==> config.mk <==
export PLATFORM = sky130hd
export DESIGN_NAME = ssp_spi_top
export DESIGN_NICKNAME = d
export VERILOG_FILES = /design/src/rtl/ssp_pkg.sv /design/src/rtl/ssp_spi_top.sv
export SDC_FILE = /design/constraint.sdc
export NUM_CORES = 1
export LEC_CHECK = 0
export BUFFER_PORTS_ARGS = -buffer_cell sky130_fd_sc_hd__buf_2
export CORE_ASPECT_RATIO = 1.1
export CORE_MARGIN = 4
export CORE_UTILIZATION = 30
export DETAILED_ROUTE_END_ITERATION = 12
export PLACE_DENSITY = 0.47
export SYNTH_ARGS = -nofsm -noshare
export SYNTH_HDL_FRONTEND = slang
export SYNTH_SLANG_ARGS = --single-unit
==> constraint.sdc <==
create_clock -name i_mclk -period 6.74 [get_ports i_mclk]
set_clock_uncertainty 0.05 [all_clocks]
set_input_delay 1.348 -clock i_mclk [delete_from_list [all_inputs] [get_ports i_mclk]]
set_output_delay 1.348 -clock i_mclk [all_outputs]
set_load 0.05 [all_outputs]
==> src/rtl/ssp_pkg.sv <==
`default_nettype none
package ssp_pkg;

   // ------------------------------------------------------------
   // register map, one byte per register, port picked by addr[3]
   // ------------------------------------------------------------
   localparam logic [2:0] REG_STATUS = 3'h0;
   localparam logic [2:0] REG_CTRL1  = 3'h1;
   localparam logic [2:0] REG_CTRL3  = 3'h2;
   localparam logic [2:0] REG_DATA   = 3'h3;
   localparam logic [2:0] REG_BAUD   = 3'h4;
   localparam logic [2:0] REG_EVENT  = 3'h5;
   localparam int         PORT_SEL_BIT = 3;
   localparam int         PORT_COUNT   = 2;

   // ------------------------------------------------------------
   // field positions
   // ------------------------------------------------------------
   localparam int ST_SMP  = 7;
   localparam int ST_CKE  = 6;
   localparam int ST_BF   = 0;
   localparam int C1_WRITE_COLLISION_FLAG = 7;
   localparam int C1_OVF  = 6;
   localparam int C1_EN   = 5;
   localparam int C1_CKP  = 4;
   localparam int C3_BOEN = 4;
   localparam int EV_IF   = 0;

   // ------------------------------------------------------------
   // reset values
   // ------------------------------------------------------------
   localparam logic [7:0] RST_BYTE = 8'h00;
   localparam logic [3:0] RST_MODE = 4'h0;

   // ------------------------------------------------------------
   // port mode field codes
   // ------------------------------------------------------------
   localparam logic [3:0] MODE_HOST_DIV4  = 4'h0;
   localparam logic [3:0] MODE_HOST_DIV16 = 4'h1;
   localparam logic [3:0] MODE_HOST_DIV64 = 4'h2;
   localparam logic [3:0] MODE_HOST_TMR2  = 4'h3;
   localparam logic [3:0] MODE_CLIENT_SS  = 4'h4;
   localparam logic [3:0] MODE_CLIENT     = 4'h5;
   localparam logic [3:0] MODE_HOST_BAUD  = 4'ha;

   // ------------------------------------------------------------
   // timing: bit period divisors and half-period counts
   // ------------------------------------------------------------
   localparam int         DIV_W       = 10;
   localparam int         BITDIV_4    = 4;
   localparam int         BITDIV_16   = 16;
   localparam int         BITDIV_64   = 64;
   localparam logic [9:0] HALF_DIV4   = 10'(BITDIV_4 / 2);
   localparam logic [9:0] HALF_DIV16  = 10'(BITDIV_16 / 2);
   localparam logic [9:0] HALF_DIV64  = 10'(BITDIV_64 / 2);
   localparam int         BYTE_BITS   = 8;
   localparam logic [2:0] LAST_BIT    = 3'(BYTE_BITS - 1);
   localparam logic [4:0] HOST_EDGES  = 5'(2 * BYTE_BITS);

endpackage
`default_nettype wire

==> src/rtl/ssp_spi_top.sv <==
// Notes on behaviour
// - eight-bit shift register, msb out first, new bit enters at lsb.
// - output changes on one serial-clock edge, input captured on the other.
// - host role drives the serial clock, client role takes it in.
// - full byte goes to data buffer, sets buffer-full and interrupt flag.
// - receive is double-buffered; next byte shifts while buffer waits.
// - transmit is unbuffered; data write loads shift register at once.
// - data write during a transfer is dropped and sets write-collision.
// - write-collision stays until software clears it; writes wait for that.
// - reading the data buffer clears buffer-full.
// - port works only while enabled; reconfigure with enable cleared.
// - status low six bits read-only, upper two read-write; control1 all rw.
// - control1 bits 5:0 and status 7:6 pick role, polarity, phase, rate.
// - clock polarity sets the idle level of the serial clock.
// - sample phase picks capture at middle or end of data output time.
// - one host rate uses the baud register as divider reload.
// - unselected client ignores clock and data and drives nothing.
// - shift register reached only through the data buffer.
// - two independent ports, each with its own registers and pins.
// - in host role a data write starts the exchange at once.
// - host rate is clock/4, /16, /64, timer2/2 or clock/(4*(baud+1)).
// - select released in select-controlled client mode stops driving data out.
//
// Added by the designer: the register addresses and the strobed register port.
`timescale 1ns/10ps
`default_nettype none

// ---------------------------------------------------------------
// one serial port: registers, rate divider, shifter
// ---------------------------------------------------------------
module ssp_port
   import ssp_pkg::*;
(
   input  wire logic       i_mclk,
   input  wire logic       i_rst,
   input  wire logic [2:0] i_reg,
   input  wire logic [7:0] i_wdata,
   input  wire logic       i_wr,
   input  wire logic       i_rd,
   output logic      [7:0] o_rvalue,
   input  wire logic       i_tmr2_tick,
   input  wire logic       i_serial_clock_pin,
   output logic            o_serial_clock_pin,
   output logic            o_serial_clock_pin_oe_n,
   input  wire logic       i_serial_data_in_pin,
   output logic            o_serial_data_out_pin,
   output logic            o_serial_data_out_pin_oe_n,
   input  wire logic       i_client_select_pin_n,
   output logic            o_port_interrupt_flag
);
   import ssp_pkg::*;

   // ------------------------------------------------------------
   // software visible state
   // ------------------------------------------------------------
   logic       smp;
   logic       cke;
   logic       buffer_full_flag;
   logic       write_collision_flag;
   logic       overflow_flag;
   logic       port_enable_bit;
   logic       ckp;
   logic [3:0] mode;
   logic [7:0] port_control_reg_3;
   logic [7:0] port_data_buffer;
   logic [7:0] port_address_baud_reg;

   // ------------------------------------------------------------
   // transfer engine state
   // ------------------------------------------------------------
   logic [7:0]       port_shift_register;
   logic [2:0]       bit_count;
   logic             shifting;
   logic             pend;
   logic             host_busy;
   logic [4:0]       edge_count;
   logic [DIV_W-1:0] div_count;
   logic             sck_level;
   logic             sck_prev;

   // ------------------------------------------------------------
   // register decode
   // ------------------------------------------------------------
   wire wr_status = i_wr & (i_reg == REG_STATUS);
   wire wr_ctrl1  = i_wr & (i_reg == REG_CTRL1);
   wire wr_ctrl3  = i_wr & (i_reg == REG_CTRL3);
   wire wr_data   = i_wr & (i_reg == REG_DATA);
   wire wr_baud   = i_wr & (i_reg == REG_BAUD);
   wire wr_event  = i_wr & (i_reg == REG_EVENT);
   wire rd_data   = i_rd & (i_reg == REG_DATA);

   // ------------------------------------------------------------
   // role decode
   // ------------------------------------------------------------
   // role from mode field
   wire is_host = (mode == MODE_HOST_DIV4) | (mode == MODE_HOST_DIV16)
                | (mode == MODE_HOST_DIV64) | (mode == MODE_HOST_TMR2)
                | (mode == MODE_HOST_BAUD);
   wire is_client_ss = (mode == MODE_CLIENT_SS);
   wire is_client    = is_client_ss | (mode == MODE_CLIENT);
   wire client_sel   = ~is_client_ss | ~i_client_select_pin_n;
   wire client_abort = is_client_ss & i_client_select_pin_n;
   wire port_on      = port_enable_bit & (is_host | (is_client & client_sel));

   // ------------------------------------------------------------
   // write acceptance and collision
   // ------------------------------------------------------------
   wire xfer_busy = host_busy | shifting | pend;
   wire collide   = wr_data & (xfer_busy | write_collision_flag);
   // write goes to buffer and shifter
   wire load      = wr_data & ~collide;
   wire host_go   = load & port_enable_bit & is_host;

   // ------------------------------------------------------------
   // host rate selection
   // ------------------------------------------------------------
   // baud register as reload
   wire [DIV_W-1:0] half_baud = {1'b0, port_address_baud_reg, 1'b0} + 10'h002;
   // rate choices, half period in system clocks
   wire [DIV_W-1:0] half_len = (mode == MODE_HOST_DIV16) ? HALF_DIV16
                             : (mode == MODE_HOST_DIV64) ? HALF_DIV64
                             : (mode == MODE_HOST_BAUD)  ? half_baud
                             : HALF_DIV4;
   wire             use_tmr2  = (mode == MODE_HOST_TMR2);
   // timer2 pulse is a half period, giving timer2/2 bit rate
   wire             host_tick = host_busy
                              & (use_tmr2 ? i_tmr2_tick : (div_count == '0));

   // ------------------------------------------------------------
   // clock edge classification
   // ------------------------------------------------------------
   wire host_edge  = host_tick & (edge_count != HOST_EDGES);
   wire host_end   = host_tick & (edge_count == HOST_EDGES);
   // leading edge leaves the idle level
   wire lead_host  = host_edge & (sck_level == ckp);
   wire trail_host = host_edge & (sck_level != ckp);
   wire client_run = port_enable_bit & is_client & client_sel;
   wire lead_cli   = client_run & (sck_prev == ckp) & (i_serial_clock_pin != ckp);
   wire trail_cli  = client_run & (sck_prev != ckp) & (i_serial_clock_pin == ckp);
   wire lead_ev    = lead_host | lead_cli;
   wire trail_ev   = trail_host | trail_cli;
   // drive on one edge, capture on the other
   wire cap_ev     = cke ? lead_ev  : trail_ev;
   wire drv_ev     = cke ? trail_ev : lead_ev;

   // ------------------------------------------------------------
   // shift control
   // ------------------------------------------------------------
   // late sampling only in host role
   wire smp_late  = smp & is_host;
   wire shift_now = (cap_ev & ~smp_late) | (pend & (drv_ev | host_end));
   // msb out, new bit in at lsb
   wire [7:0] rx_byte = {port_shift_register[6:0], i_serial_data_in_pin};
   wire byte_done = shift_now & (bit_count == LAST_BIT);
   // buffer loads unless unread, daisy-chain overrides
   wire buf_take  = byte_done & (~buffer_full_flag | port_control_reg_3[C3_BOEN]);
   wire next_sdo  = pend ? port_shift_register[6] : port_shift_register[7];
   // disable or select release resets counting
   wire restart   = ~port_enable_bit | client_abort;

   // ------------------------------------------------------------
   // control registers
   // ------------------------------------------------------------
   // status upper bits and control1 writable
   always_ff @(posedge i_mclk or posedge i_rst)
   begin
      if (i_rst)
      begin
         smp                   <= 1'b0;
         cke                   <= 1'b0;
         port_enable_bit       <= 1'b0;
         ckp                   <= 1'b0;
         mode                  <= RST_MODE;
         port_control_reg_3    <= RST_BYTE;
         port_address_baud_reg <= RST_BYTE;
      end
      else
      begin
         if (wr_status)
         begin
            smp <= i_wdata[ST_SMP];
            cke <= i_wdata[ST_CKE];
         end
         if (wr_ctrl1)
         begin
            port_enable_bit <= i_wdata[C1_EN];
            ckp             <= i_wdata[C1_CKP];
            mode            <= i_wdata[3:0];
         end
         if (wr_ctrl3)
            port_control_reg_3 <= i_wdata;
         if (wr_baud)
            port_address_baud_reg <= i_wdata;
      end
   end

   // ------------------------------------------------------------
   // sticky flags: hardware set beats software clear
   // ------------------------------------------------------------
   always_ff @(posedge i_mclk or posedge i_rst)
   begin
      if (i_rst)
      begin
         buffer_full_flag      <= 1'b0;
         write_collision_flag  <= 1'b0;
         overflow_flag         <= 1'b0;
         o_port_interrupt_flag <= 1'b0;
      end
      else
      begin
         // set buffer-full on a stored byte
         if (buf_take)
            buffer_full_flag <= 1'b1;
         else if (rd_data)
            buffer_full_flag <= 1'b0;
         if (collide)
            write_collision_flag <= 1'b1;
         else if (wr_ctrl1)
            write_collision_flag <= i_wdata[C1_WRITE_COLLISION_FLAG];
         if (byte_done & ~buf_take)
            overflow_flag <= 1'b1;
         else if (wr_ctrl1)
            overflow_flag <= i_wdata[C1_OVF];
         if (byte_done)
            o_port_interrupt_flag <= 1'b1;
         else if (wr_event)
            o_port_interrupt_flag <= i_wdata[EV_IF];
      end
   end

   // ------------------------------------------------------------
   // data buffer and shift register
   // ------------------------------------------------------------
   // shifter only loads via the data write
   always_ff @(posedge i_mclk or posedge i_rst)
   begin
      if (i_rst)
      begin
         port_data_buffer    <= RST_BYTE;
         port_shift_register <= RST_BYTE;
      end
      else
      begin
         if (load)
            port_data_buffer <= i_wdata;
         else if (buf_take)
            port_data_buffer <= rx_byte;
         // same write lands in the shifter
         if (load)
            port_shift_register <= i_wdata;
         else if (shift_now)
            port_shift_register <= rx_byte;
      end
   end

   // ------------------------------------------------------------
   // bit counter and deferred sample
   // ------------------------------------------------------------
   always_ff @(posedge i_mclk or posedge i_rst)
   begin
      if (i_rst)
      begin
         bit_count <= 3'h0;
         shifting  <= 1'b0;
         pend      <= 1'b0;
      end
      else if (restart)
      begin
         bit_count <= 3'h0;
         shifting  <= 1'b0;
         pend      <= 1'b0;
      end
      else
      begin
         if (cap_ev & smp_late)
            pend <= 1'b1;
         else if (shift_now)
            pend <= 1'b0;
         if (shift_now)
         begin
            bit_count <= bit_count + 3'h1;
            shifting  <= ~byte_done;
         end
         else if (cap_ev | drv_ev)
            shifting <= 1'b1;
      end
   end

   // ------------------------------------------------------------
   // host clock generator
   // ------------------------------------------------------------
   // idle level always follows polarity between transfers
   always_ff @(posedge i_mclk or posedge i_rst)
   begin
      if (i_rst)
      begin
         host_busy  <= 1'b0;
         edge_count <= 5'h00;
         div_count  <= '0;
         sck_level  <= 1'b0;
      end
      else if (~port_enable_bit)
      begin
         host_busy  <= 1'b0;
         edge_count <= 5'h00;
         sck_level  <= ckp;
      end
      else if (host_go)
      begin
         host_busy  <= 1'b1;
         edge_count <= 5'h00;
         div_count  <= half_len - 10'h001;
         sck_level  <= ckp;
      end
      else if (host_tick)
      begin
         div_count  <= half_len - 10'h001;
         edge_count <= edge_count + 5'h01;
         // clock stops after the last edge
         if (host_end)
            host_busy <= 1'b0;
         else
            sck_level <= ~sck_level;
      end
      else
      begin
         if (host_busy)
            div_count <= div_count - 10'h001;
         if (~host_busy)
            sck_level <= ckp;
      end
   end

   // ------------------------------------------------------------
   // pin drivers, all registered
   // ------------------------------------------------------------
   always_ff @(posedge i_mclk or posedge i_rst)
   begin
      if (i_rst)
      begin
         sck_prev                   <= 1'b0;
         o_serial_clock_pin         <= 1'b0;
         o_serial_clock_pin_oe_n    <= 1'b1;
         o_serial_data_out_pin      <= 1'b0;
         o_serial_data_out_pin_oe_n <= 1'b1;
      end
      else
      begin
         sck_prev <= i_serial_clock_pin;
         // clock driven only in host role
         o_serial_clock_pin      <= sck_level;
         o_serial_clock_pin_oe_n <= ~(port_enable_bit & is_host);
         // data changes on the drive edge
         if (load & cke)
            o_serial_data_out_pin <= i_wdata[7];
         else if (drv_ev)
            o_serial_data_out_pin <= next_sdo;
         o_serial_data_out_pin_oe_n <= ~port_on;
      end
   end

   // ------------------------------------------------------------
   // read mux, registered by the top
   // ------------------------------------------------------------
   // status low bits are hardware only
   always_comb
   begin
      case (i_reg)
         REG_STATUS: o_rvalue = {smp, cke, 5'h00, buffer_full_flag};
         REG_CTRL1:  o_rvalue = {write_collision_flag, overflow_flag,
                                 port_enable_bit, ckp, mode};
         REG_CTRL3:  o_rvalue = port_control_reg_3;
         REG_DATA:   o_rvalue = port_data_buffer;
         REG_BAUD:   o_rvalue = port_address_baud_reg;
         REG_EVENT:  o_rvalue = {7'h00, o_port_interrupt_flag};
         default:    o_rvalue = 8'h00;
      endcase
   end

endmodule

// ---------------------------------------------------------------
// top: two independent ports on one register port
// ---------------------------------------------------------------
module ssp_spi_top
   import ssp_pkg::*;
(
   input  wire logic       i_mclk,
   input  wire logic       i_rst,
   input  wire logic [3:0] i_addr,
   input  wire logic [7:0] i_wdata,
   input  wire logic       i_wr,
   input  wire logic       i_rd,
   output logic      [7:0] o_rdata,
   input  wire logic [1:0] i_tmr2_tick,
   input  wire logic [1:0] i_serial_clock_pin,
   output logic      [1:0] o_serial_clock_pin,
   output logic      [1:0] o_serial_clock_pin_oe_n,
   input  wire logic [1:0] i_serial_data_in_pin,
   output logic      [1:0] o_serial_data_out_pin,
   output logic      [1:0] o_serial_data_out_pin_oe_n,
   input  wire logic [1:0] i_client_select_pin_n,
   output logic      [1:0] o_port_interrupt_flag
);
   import ssp_pkg::*;

   // ------------------------------------------------------------
   // port select
   // ------------------------------------------------------------
   wire       port_sel = i_addr[PORT_SEL_BIT];
   wire [7:0] rvalue [PORT_COUNT];

   // ------------------------------------------------------------
   // per-port instances
   // ------------------------------------------------------------
   // two ports, fully separate state
   genvar g;
   generate
      for (g = 0; g < PORT_COUNT; g = g + 1)
      begin : g_port
         wire hit = (port_sel == 1'(g));
         ssp_port u_port (
            .i_mclk                     (i_mclk),
            .i_rst                      (i_rst),
            .i_reg                      (i_addr[2:0]),
            .i_wdata                    (i_wdata),
            .i_wr                       (i_wr & hit),
            .i_rd                       (i_rd & hit),
            .o_rvalue                   (rvalue[g]),
            .i_tmr2_tick                (i_tmr2_tick[g]),
            .i_serial_clock_pin         (i_serial_clock_pin[g]),
            .o_serial_clock_pin         (o_serial_clock_pin[g]),
            .o_serial_clock_pin_oe_n    (o_serial_clock_pin_oe_n[g]),
            .i_serial_data_in_pin       (i_serial_data_in_pin[g]),
            .o_serial_data_out_pin      (o_serial_data_out_pin[g]),
            .o_serial_data_out_pin_oe_n (o_serial_data_out_pin_oe_n[g]),
            .i_client_select_pin_n      (i_client_select_pin_n[g]),
            .o_port_interrupt_flag      (o_port_interrupt_flag[g])
         );
      end
   endgenerate

   // ------------------------------------------------------------
   // read data, valid only the cycle after the read strobe
   // ------------------------------------------------------------
   always_ff @(posedge i_mclk or posedge i_rst)
   begin
      if (i_rst)
         o_rdata <= 8'h00;
      else if (i_rd)
         o_rdata <= rvalue[port_sel];
      else
         o_rdata <= 8'h00;
   end

endmodule
`default_nettype wire

==> results of run 1 <==
## power groups by stage
| stage | registers (mW) | clock network (mW) | logic, mW |
|---|---|---|---|
| after floorplan | 1.19 | 0 | 0.608 |
| after global placement | 1.28 | 0 | 0.710 |
| after detailed placement | 1.28 | 0 | 0.711 |
| after CTS | 1.26 | 0.975 | 0.717 |
| after global routing | 1.29 | 1.01 | 0.794 |
| final | 1.26 | 0.954 | 0.712 |
## layer usage
metal,part of all wire,vias up
met5,0.00060,-
met3,0.032,27
met4,0.014,4
met1,0.46,3585
li1,-,3551
met2,0.49,143
## synthesized netlist by cell type (12+ instances only)
library cell,n
sky130_fd_sc_hd__a21o_1,12
sky130_fd_sc_hd__a21oi_1,51
sky130_fd_sc_hd__a22oi_1,22
sky130_fd_sc_hd__and2_1,18
sky130_fd_sc_hd__and3_1,13
sky130_fd_sc_hd__clkbuf_1,43
sky130_fd_sc_hd__dfrtp_1,146
sky130_fd_sc_hd__ha_1,16
sky130_fd_sc_hd__inv_1,17
sky130_fd_sc_hd__mux2_2,61
sky130_fd_sc_hd__mux2i_1,17
sky130_fd_sc_hd__nand2_1,113
sky130_fd_sc_hd__nand2b_1,14
sky130_fd_sc_hd__nand3_1,48
sky130_fd_sc_hd__nand4_1,16
sky130_fd_sc_hd__nor2_1,49
sky130_fd_sc_hd__nor3_1,19
sky130_fd_sc_hd__o211ai_1,35
sky130_fd_sc_hd__o21ai_0,56
sky130_fd_sc_hd__xor2_1,18
## per-stage QoR
| stage | utilization | hold slack [ns] | power [mW] | cell area (um^2) | std cells |
|---|---|---|---|---|---|
| after floorplan | - | 0.389 | 1.80 | 9020 | 962 |
| final | 0.337 | 0.460 | 2.93 | 9980 | 1350 |
| after global routing | 0.337 | 0.477 | 3.10 | 9980 | 1350 |
| after detailed placement | 0.317 | 0.435 | 1.99 | 9410 | 1318 |
| after global placement | 0.317 | 0.438 | 1.99 | 9410 | 1318 |
| after CTS | 0.337 | 0.462 | 2.96 | 9980 | 1350 |
## area by class of cell
cell class	instances	area [um^2]
fillers	3080	19700
multi-input cells	728	4850
flip-flops and latches	150	3760
well taps	374	468
clock buffers	18	429
repair buffers	49	265
clock inverters	14	140
inverters	17	68.8
## path summary, 6_finish.rpt
check | start | endpoint | slack (ns) | depth (start not counted)
max | i_addr[1] | g_port[1].u_port.div_count[9] | 3.01 | 8
min | g_port[1].u_port.buffer_full_flag | g_port[1].u_port.buffer_full_flag | 0.46 | 1
max reg2reg | g_port[0].u_port.div_count[0] | g_port[0].u_port.port_data_buffer[0] | 3.63 | 8
min reg2reg | g_port[1].u_port.buffer_full_flag | g_port[1].u_port.buffer_full_flag | 0.46 | 1
max in group asynchronous | i_rst | g_port[1].u_port.div_count[4] | 4.27 | 3
min in group asynchronous | i_rst | o_rdata[6] | 1.03 | 2
## cells by family after synthesis
group / count (synthesis) / synth area share
and+or+nand+nor: 346 / 0.195
DFF: 150 / 0.417
buffers and inverters: 84 / 0.0455
xor gates and xnor gates: 30 / 0.0325
AOI/OAI and AO/OA: 255 / 0.187
muxes: 81 / 0.101
adders and majority gates: 16 / 0.0222
==> results.txt, run 1 <==
- During synthesis, Yosys emitted a total of 0 warnings.
- Primary flip-flop cell chosen by synthesis mapping: sky130_fd_sc_hd__dfrtp_1
- Across every metal layer, demand over resource in global routing totals 0.163.
- Summed over all failing endpoints, the final setup total negative slack is 0 ns.
* Slew margin rel.: 0.338
- DRC violations left: 0
- Gates resized during post-CTS repair numbered 0.
* CTS tree: done
* List of cells traversed by the critical path: buf_2, and3b_1, nand3_1, buf_4, o211ai_1, nand3_1, nand4b_1, nand3_1
* Number of flip-flops and latches in the synthesized netlist: 150
- Summed over all instances, the cell type with the most area after synthesis is sky130_fd_sc_hd__dfrtp_1.
- Yosys attributes the largest share of cell area to sky130_fd_sc_hd__dfrtp_1, sky130_fd_sc_hd__mux2_2, sky130_fd_sc_hd__nand2_1, sky130_fd_sc_hd__o21ai_0, sky130_fd_sc_hd__o211ai_1.
* Wire length of the first global-routing pass: approximately 43 mm
- Mean routed wirelength per cell: between 15 and 20 um
- For the finished layout, the period the worst path requires is ~3.7 ns.
* RSZ-0062 raised after global routing: false
* Met2 demand-to-capacity share in global routing: 0.276
- The number of global-route vias before repair came to around 7300.
- Worst setup path class: in2reg
* Switching power as a share of total power: 0.355
* Post-detailed-routing wire length: roughly 26 mm
- Max VDD drop: between 100 and 150 uV
- Count of routing violations after the opening detailed-route iteration: roughly 600
* Number of flip-flops in the largest register: 20
* Clock root buffer: sky130_fd_sc_hd__clkbuf_16
- Data arrival, critical path: roughly 4 ns
- At the end of routability-driven placement, the weighted congestion stood at just over 0.8.
* Worst setup EP type: flip-flop
* Mean area per synthesized cell: about 9.4 um^2
- Top-level I/O count: between 40 and 50
- In this run the vertical extent of the chip is around 190 um.
- Power density cells: ~290 mW/mm^2
- Crit path launch type: input pin
- CTS clock-pin slew for the worst setup and hold paths: about 0.070 ns
- Layout cell share with drive strength beyond 1: 0.164
* Cell internal pwr: between 1.5 and 2 mW
- Clock tree sinks: 150
- The detail route stage leaves a number of antenna-violating nets equal to 0.
- Worst hold-check path type: reg2reg
* Max-cap violations: 0
- The share of the Yosys chip area taken by registers is 0.417.
- For this run the aggregate overflow at the end of global routing stands at 0.
* Number of enable-type register cells in the synthesized netlist: 0
- Commonest non-fill, non-tap cells in the layout: sky130_fd_sc_hd__dfrtp_1, sky130_fd_sc_hd__nand2_1, sky130_fd_sc_hd__mux2_2
* Combinational group share of total power: 0.243
- In the global route stage, met3 resource usage came out at 0.0276.
* Initial antenna violation count: 2
* Level count of the clock H-tree: 4
- Switching pwr: slightly above 1 mW
- TritonCTS created 17 clock buffers.
- CP peak stage delay: roughly 0.71 ns
- Vias per Instance: ~5.4
- In the final design database the tool counted between 1000 and 1500 nets.
* Run status: complete, no violations
- Prior to clock tree synthesis, the placed netlist has a worst setup slack of about 2.6 ns.
* Critical path's top delay family: simple AND/OR/NAND/NOR gates
- Die Area: 0.0329 mm^2
* Leading cell type in the layout, fill and taps excluded: sky130_fd_sc_hd__dfrtp_1
* Initial Util: 0.304
- No sink is reached through more buffers than the 2 on the longest clock path.
- After synthesis, the share of flip-flops with an asynchronous set or reset is 1.00.
- The pre-antenna-repair detailed-routing pass consisted of 5 iterations.
* Quantity of hold-fixing buffers added after cts: 0
- Leak pwr: roughly 4.2 nW
* Met1 global-route usage: 0.217
* Sequential fraction of design power: 0.431
* Area added between synthesis and finish: 10.7%
* Maximum number of pins on one net before global-route repair: 91
* Setup repair bufs after CTS: 0
* Antenna diode instance count: 0
- Maximum clock frequency: roughly 270 MHz
- In this run the standard cell core region covers around 0.03 mm^2.
* Total number of vias: about 7300
- Required arrival time at the worst endpoint: about 7.1 ns
- The mapped netlist covers around 0.0090 mm^2.
- Worst-path maximum fanout: 33
- Largest register by flop count: g_port.u_port.div_count
- The number of different library cells used by synthesis comes to 75.
- The die is between 150 and 200 um wide.
- Hold violation count in the final report: 0
- Part of the total power dissipated in the clock network: 0.326
* Grt peak-use layer: met2
- In this run the core area contains 66 standard-cell rows.
- Setup slack on the critical path of the routed design comes to 3.01 ns.
- Slowest stage cell on the critical path: sky130_fd_sc_hd__o211ai_1
* Most used cell, CP: sky130_fd_sc_hd__nand3_1
- Setup violations remaining at the end of the flow were counted as 0.
- The count of final max-slew check failures is 0.
* HPWL after detailed placement: roughly 19 mm
* Worst-Margin Slew: just under 1 ns
* Share of the synthesized area in the top cell type: 0.405
- The number of nets handed over by synthesis was 1002.
- In the finished design, the share of the clock period the worst path needs comes to 0.553.
- Number of standard cells after synthesis: about 960
- Source-to-sink clock delay at the later pin of the worst-skew pair: 0.44 ns
- The number of buffers and inverters on the critical path is 2.
- I/O Buffers: 41
No activity file was read; power rests on OpenSTA's default activity.
==> inputs of run 2 (changes only) <==
--- a/config.mk
+++ b/config.mk
@@ -5,12 +5,13 @@
 export SDC_FILE = /design/constraint.sdc
 export NUM_CORES = 1
 export LEC_CHECK = 0
+export ABC_AREA = 1
 export BUFFER_PORTS_ARGS = -buffer_cell sky130_fd_sc_hd__buf_2
 export CORE_ASPECT_RATIO = 1.1
 export CORE_MARGIN = 4
 export CORE_UTILIZATION = 30
 export DETAILED_ROUTE_END_ITERATION = 12
-export PLACE_DENSITY = 0.47
+export PLACE_DENSITY = 0.48
 export SYNTH_ARGS = -nofsm -noshare
 export SYNTH_HDL_FRONTEND = slang
 export SYNTH_SLANG_ARGS = --single-unit
==> constraint.sdc (replaced) <==
create_clock -name i_mclk -period 3.33 [get_ports i_mclk]
set_clock_uncertainty 0.05 [all_clocks]
set_input_delay 0.666 -clock i_mclk [delete_from_list [all_inputs] [get_ports i_mclk]]
set_output_delay 0.666 -clock i_mclk [all_outputs]
set_load 0.05 [all_outputs]
==> results.txt, run 2 <==
- The max-capacitance violation count came to 0 (unchanged).
- Commonest non-fill, non-tap cells in the layout: sky130_fd_sc_hd__nand2_1, sky130_fd_sc_hd__dfrtp_1, sky130_fd_sc_hd__inv_1 (was sky130_fd_sc_hd__dfrtp_1, sky130_fd_sc_hd__nand2_1, sky130_fd_sc_hd__mux2_2)
- The via-per-instance ratio was 4.83 (was 5.41).
- Level count of the clock H-tree: 4 (unchanged)
* Number of enable-type register cells in the synthesized netlist: 0 (unchanged)
- The TritonCTS clock tree is done (unchanged).
* Max VDD drop: 326 uV (was 150 uV)
* Count of fill cells added during filler insertion: 3031 (was 3080)
- The final-report hold violation count is 0 (unchanged).
- Core Rows: 64 (was 66)
- Required arrival time at the worst endpoint: 3.60 ns (was 7.07 ns)
* Most common library cells after synthesis: sky130_fd_sc_hd__nand2_1, sky130_fd_sc_hd__dfrtp_1, sky130_fd_sc_hd__inv_1 (was sky130_fd_sc_hd__dfrtp_1, sky130_fd_sc_hd__nand2_1, sky130_fd_sc_hd__mux2_2)
- The post-synthesis cell count is 1083 (was 962).
- I/O Buffers: 41 (unchanged)
* Wire length of the first global-routing pass: 38.6 mm (was 42.8 mm)
- The half-perimeter wire length after detailed placement is 17.7 mm (was 18.7 mm).
- Power density cells: 661 mW/mm^2 (was 294 mW/mm^2)
- The worst setup path category was reg2reg (was in2reg).
* RePlAce Congestion: 0.828 (was 0.815)
* Die Area: 0.0310 mm^2 (was 0.0329 mm^2)
- The height of the chip is 184 um (was 190 um).
- Net count after synthesis: 1123 (was 1002)
- The clock slew seen by the registers of the worst setup and hold paths came to 0.07 ns (about the same).
- Setup slack of the most critical reg-to-reg path: 0.97 ns (was 3.63 ns)
- The initial antenna violation count came to 0 (was 2).
- The largest driver fanout on the critical path is 15 (was 33).
- The total grt overflow was 0 (unchanged).
- Multi-input combinational cell area: 0.00396 mm^2 (was 0.00485 mm^2)
* Reg2Reg Capture Point: g_port[1].u_port.div_count[3] (was g_port[0].u_port.port_data_buffer[0])
- The total CTS buffers was 17 (unchanged).
- Clock tree sinks: 150 (unchanged)
* Leak pwr: 4.60 nW (was 4.24 nW)
- Post-CTS Resized: 0 (unchanged)
- The number of flip-flops in the largest register came to 20 (unchanged).
- The net count reported at finish was 1160 (was 1003).
* Layout cell share with drive strength beyond 1: 0.123 (was 0.164)
- The type of element launching the critical path is a flip-flop (was input pin).
* Most common cell in the netlist: sky130_fd_sc_hd__nand2_1 (was sky130_fd_sc_hd__dfrtp_1)
- The remaining routing DRC violations is 0 (unchanged).
* Cell types occupying the most area after synthesis: sky130_fd_sc_hd__dfrtp_1, sky130_fd_sc_hd__nand2_1, sky130_fd_sc_hd__o21ai_0, sky130_fd_sc_hd__inv_1, sky130_fd_sc_hd__nand3_1 (was sky130_fd_sc_hd__dfrtp_1, sky130_fd_sc_hd__mux2_2, sky130_fd_sc_hd__nand2_1, sky130_fd_sc_hd__o21ai_0, sky130_fd_sc_hd__o211ai_1)
* Post-Syn Area: 0.00848 mm^2 (was 0.00902 mm^2)
* Via count of the first global-routing pass: 6981 (was 7299)
* RR Startpoint: g_port[1].u_port.div_count[0] (was g_port[0].u_port.div_count[0])
* Count of yosys warnings during synthesis: 0 (unchanged)
- The detailed-route wire length came to 23.6 mm (was 26.5 mm).
- Share of the synthesized area in the top cell type: 0.431 (was 0.405)
- Total Neg Setup Slack: 0 ns (unchanged)
* Mean routed wirelength per cell: 15.8 um (was 19.6 um)
* Run status: complete, no violations (unchanged)
* Die W: 168 um (was 173 um)
* Largest register by flop count: g_port.u_port.div_count (unchanged)
- List of cells traversed by the critical path: inv_1, ha_1, nand3_1, nor2_1, nand2_1, nand2_2, nand2_2, inv_2, nor2_4, a21oi_4, inv_2, o21ai_0, o21ai_1 (was buf_2, and3b_1, nand3_1, buf_4, o211ai_1, nand3_1, nand4b_1, nand3_1).
- The cell with the largest stage delay on the worst path is sky130_fd_sc_hd__dfrtp_1 (was sky130_fd_sc_hd__o211ai_1).
- The register bit count reported by yosys was 150 (unchanged).
- The top-level port count came to 42 (unchanged).
* Number of distinct library cell variants in the gate-level netlist after synthesis: 57 (was 75)
* RSZ-0062 raised after global routing: false (unchanged)
* Iteration count of the initial detailed-routing pass: 6 (was 5)
- The remaining number of nets flagged by the antenna check after routing came to 0 (unchanged).
- The count of hold buffers inserted by post-cts repair was 0 (unchanged).
* Mean area per synthesized cell: 7.83 um^2 (was 9.38 um^2)
- For this run, the top clock speed supported by timing is between 400 and 500 MHz.
- Clock period minus final worst setup slack: ~2.4 ns
- Total number of vias: 7233 (was 7310)
* Tcrit/Tclk final: 0.708
- The iteration-0 DRC count of the detailed router was 407 (was 601).
* Source-to-sink clock delay at the later pin of the worst-skew pair: 0.43 ns (was 0.44 ns)
- The sequential cell area in the final layout was 0.00376 mm^2 (unchanged).
* Critical path's top delay family: simple AND/OR/NAND/NOR gates (unchanged)
* Antenna diode instance count: 0 (unchanged)
* Total core area: 0.0279 mm^2 (was 0.0296 mm^2)
* Primary flip-flop cell chosen by synthesis mapping: sky130_fd_sc_hd__dfrtp_1 (unchanged)
* Count of pins over their slew limit: 0 (unchanged)
- Leading cell type in the layout, fill and taps excluded: sky130_fd_sc_hd__nand2_1 (was sky130_fd_sc_hd__dfrtp_1)
- Final cell count without fillers: 1496 (was 1350)
* Worst-Margin Slew: 0.664 ns (was 0.989 ns)
* Worst setup EP type: flip-flop (unchanged)
* Data arrival, critical path: 2.63 ns (was 4.05 ns)
* Dominant cell type by area after synthesis: sky130_fd_sc_hd__dfrtp_1 (unchanged)
- Setup repair bufs after CTS: 0 (unchanged)
- GR Util All Layers: 0.157 (was 0.163)
* Clock Path Buffers: 2 (unchanged)
- Initial Util: 0.304 (about the same)
* Clock root buffer: sky130_fd_sc_hd__clkbuf_16 (unchanged)
- Slew margin rel.: 0.557 (was 0.338)
- Worst Path Buf+Inv: 3 (was 2)
- The count of cells along the worst register-to-register path is 13 (was 8).
- The maximum number of pins on one net before global-route repair came to 74 (was 91).
* Placed Cells incl. Taps: 1464 (was 1318)
* Worst hold-check path type: in2async (was reg2reg)
- # setup viols final: 0 (unchanged)
- Async S/R FF share, synth: 1.00 (unchanged)
- Share of synthesized area occupied by flip-flops and latches: 0.443 (was 0.417)
* Area added between synthesis and finish: 13.3% (was 10.7%)
- The critical path's largest stage delay came to 0.41 ns (was 0.71 ns).
-- run 2: cell count changes in the layout (fill, tap and decap cells not counted), sizes merged, moves of 30 or more --
cell and change:
o21ai +72, nand3 +33, mux2 -62, o211ai -30, inv +130, nand2 +172
-- run 2: cells by family after synthesis --
kind of cell,after synthesis,synth area share
AO/OA/AOI/OAI,227,0.158
XOR/XNOR,22,0.0227
adder cells (fa/ha/maj),16,0.0236
buffers and inverters,181,0.0900
flip-flops,150,0.443
multiplexers,1,0.00118
AND/OR/NAND/NOR,486,0.262
-- run 2: per-stage QoR --
stage / hold slack [ns] / instance area (um^2) / power, mW / worst slack (ns) / utilization
2_1_floorplan: 0.362 / 8490 / 4.00 / 0.728 / -
4_1_cts: 0.276 / 9610 / 6.44 / 0.956 / 0.345
3_3_place_gp: 0.394 / 9030 / 4.43 / 0.656 / 0.324
5_1_grt: 0.296 / 9610 / 6.82 / 0.691 / 0.345
6_report: 0.271 / 9610 / 6.35 / 0.971 / 0.345
3_5_place_dp: 0.398 / 9030 / 4.44 / 0.585 / 0.324
-- run 2: power by group --
part	switching (mW)	total, mW	internal (mW)
logic	1.15	1.76	0.609
clock network	0.899	1.96	1.06
registers	0.368	2.63	2.26
total	2.42	6.35	3.93
-- run 2: per-layer routing --
layer | share of wire | global-route usage | up-vias
met5 | 0 | 0 | -
met4 | 0.019 | 0.0497 | 0
met3 | 0.033 | 0.0272 | 21
met2 | 0.46 | 0.246 | 111
met1 | 0.49 | 0.222 | 3450
li1 | - | - | 3651
-- run 2: final cells by class --
type	instances	share of cell area
sequential	150	0.391
clock buffer	17	0.0443
tap	363	0.0473
multi-input combinational	752	0.412
inverter	147	0.0581
clock inverter	15	0.0158
timing repair buffer	52	0.0312
-- run 2: worst max-delay path by stage --
stage | from | endpoint | slack [ns] | cells past startpoint
after global routing | g_port[1].u_port.div_count[0] | g_port[1].u_port.div_count[7] | 0.69 | 13
after floorplan | i_rst | g_port[0].u_port.bit_count[0] | 0.73 | 1
after detailed placement | i_addr[3] | g_port[1].u_port.div_count[3] | 0.58 | 10
final | g_port[1].u_port.div_count[0] | g_port[1].u_port.div_count[3] | 0.97 | 13
after global placement | i_addr[3] | g_port[1].u_port.div_count[3] | 0.66 | 10
after CTS | g_port[1].u_port.div_count[0] | g_port[1].u_port.div_count[3] | 0.96 | 13
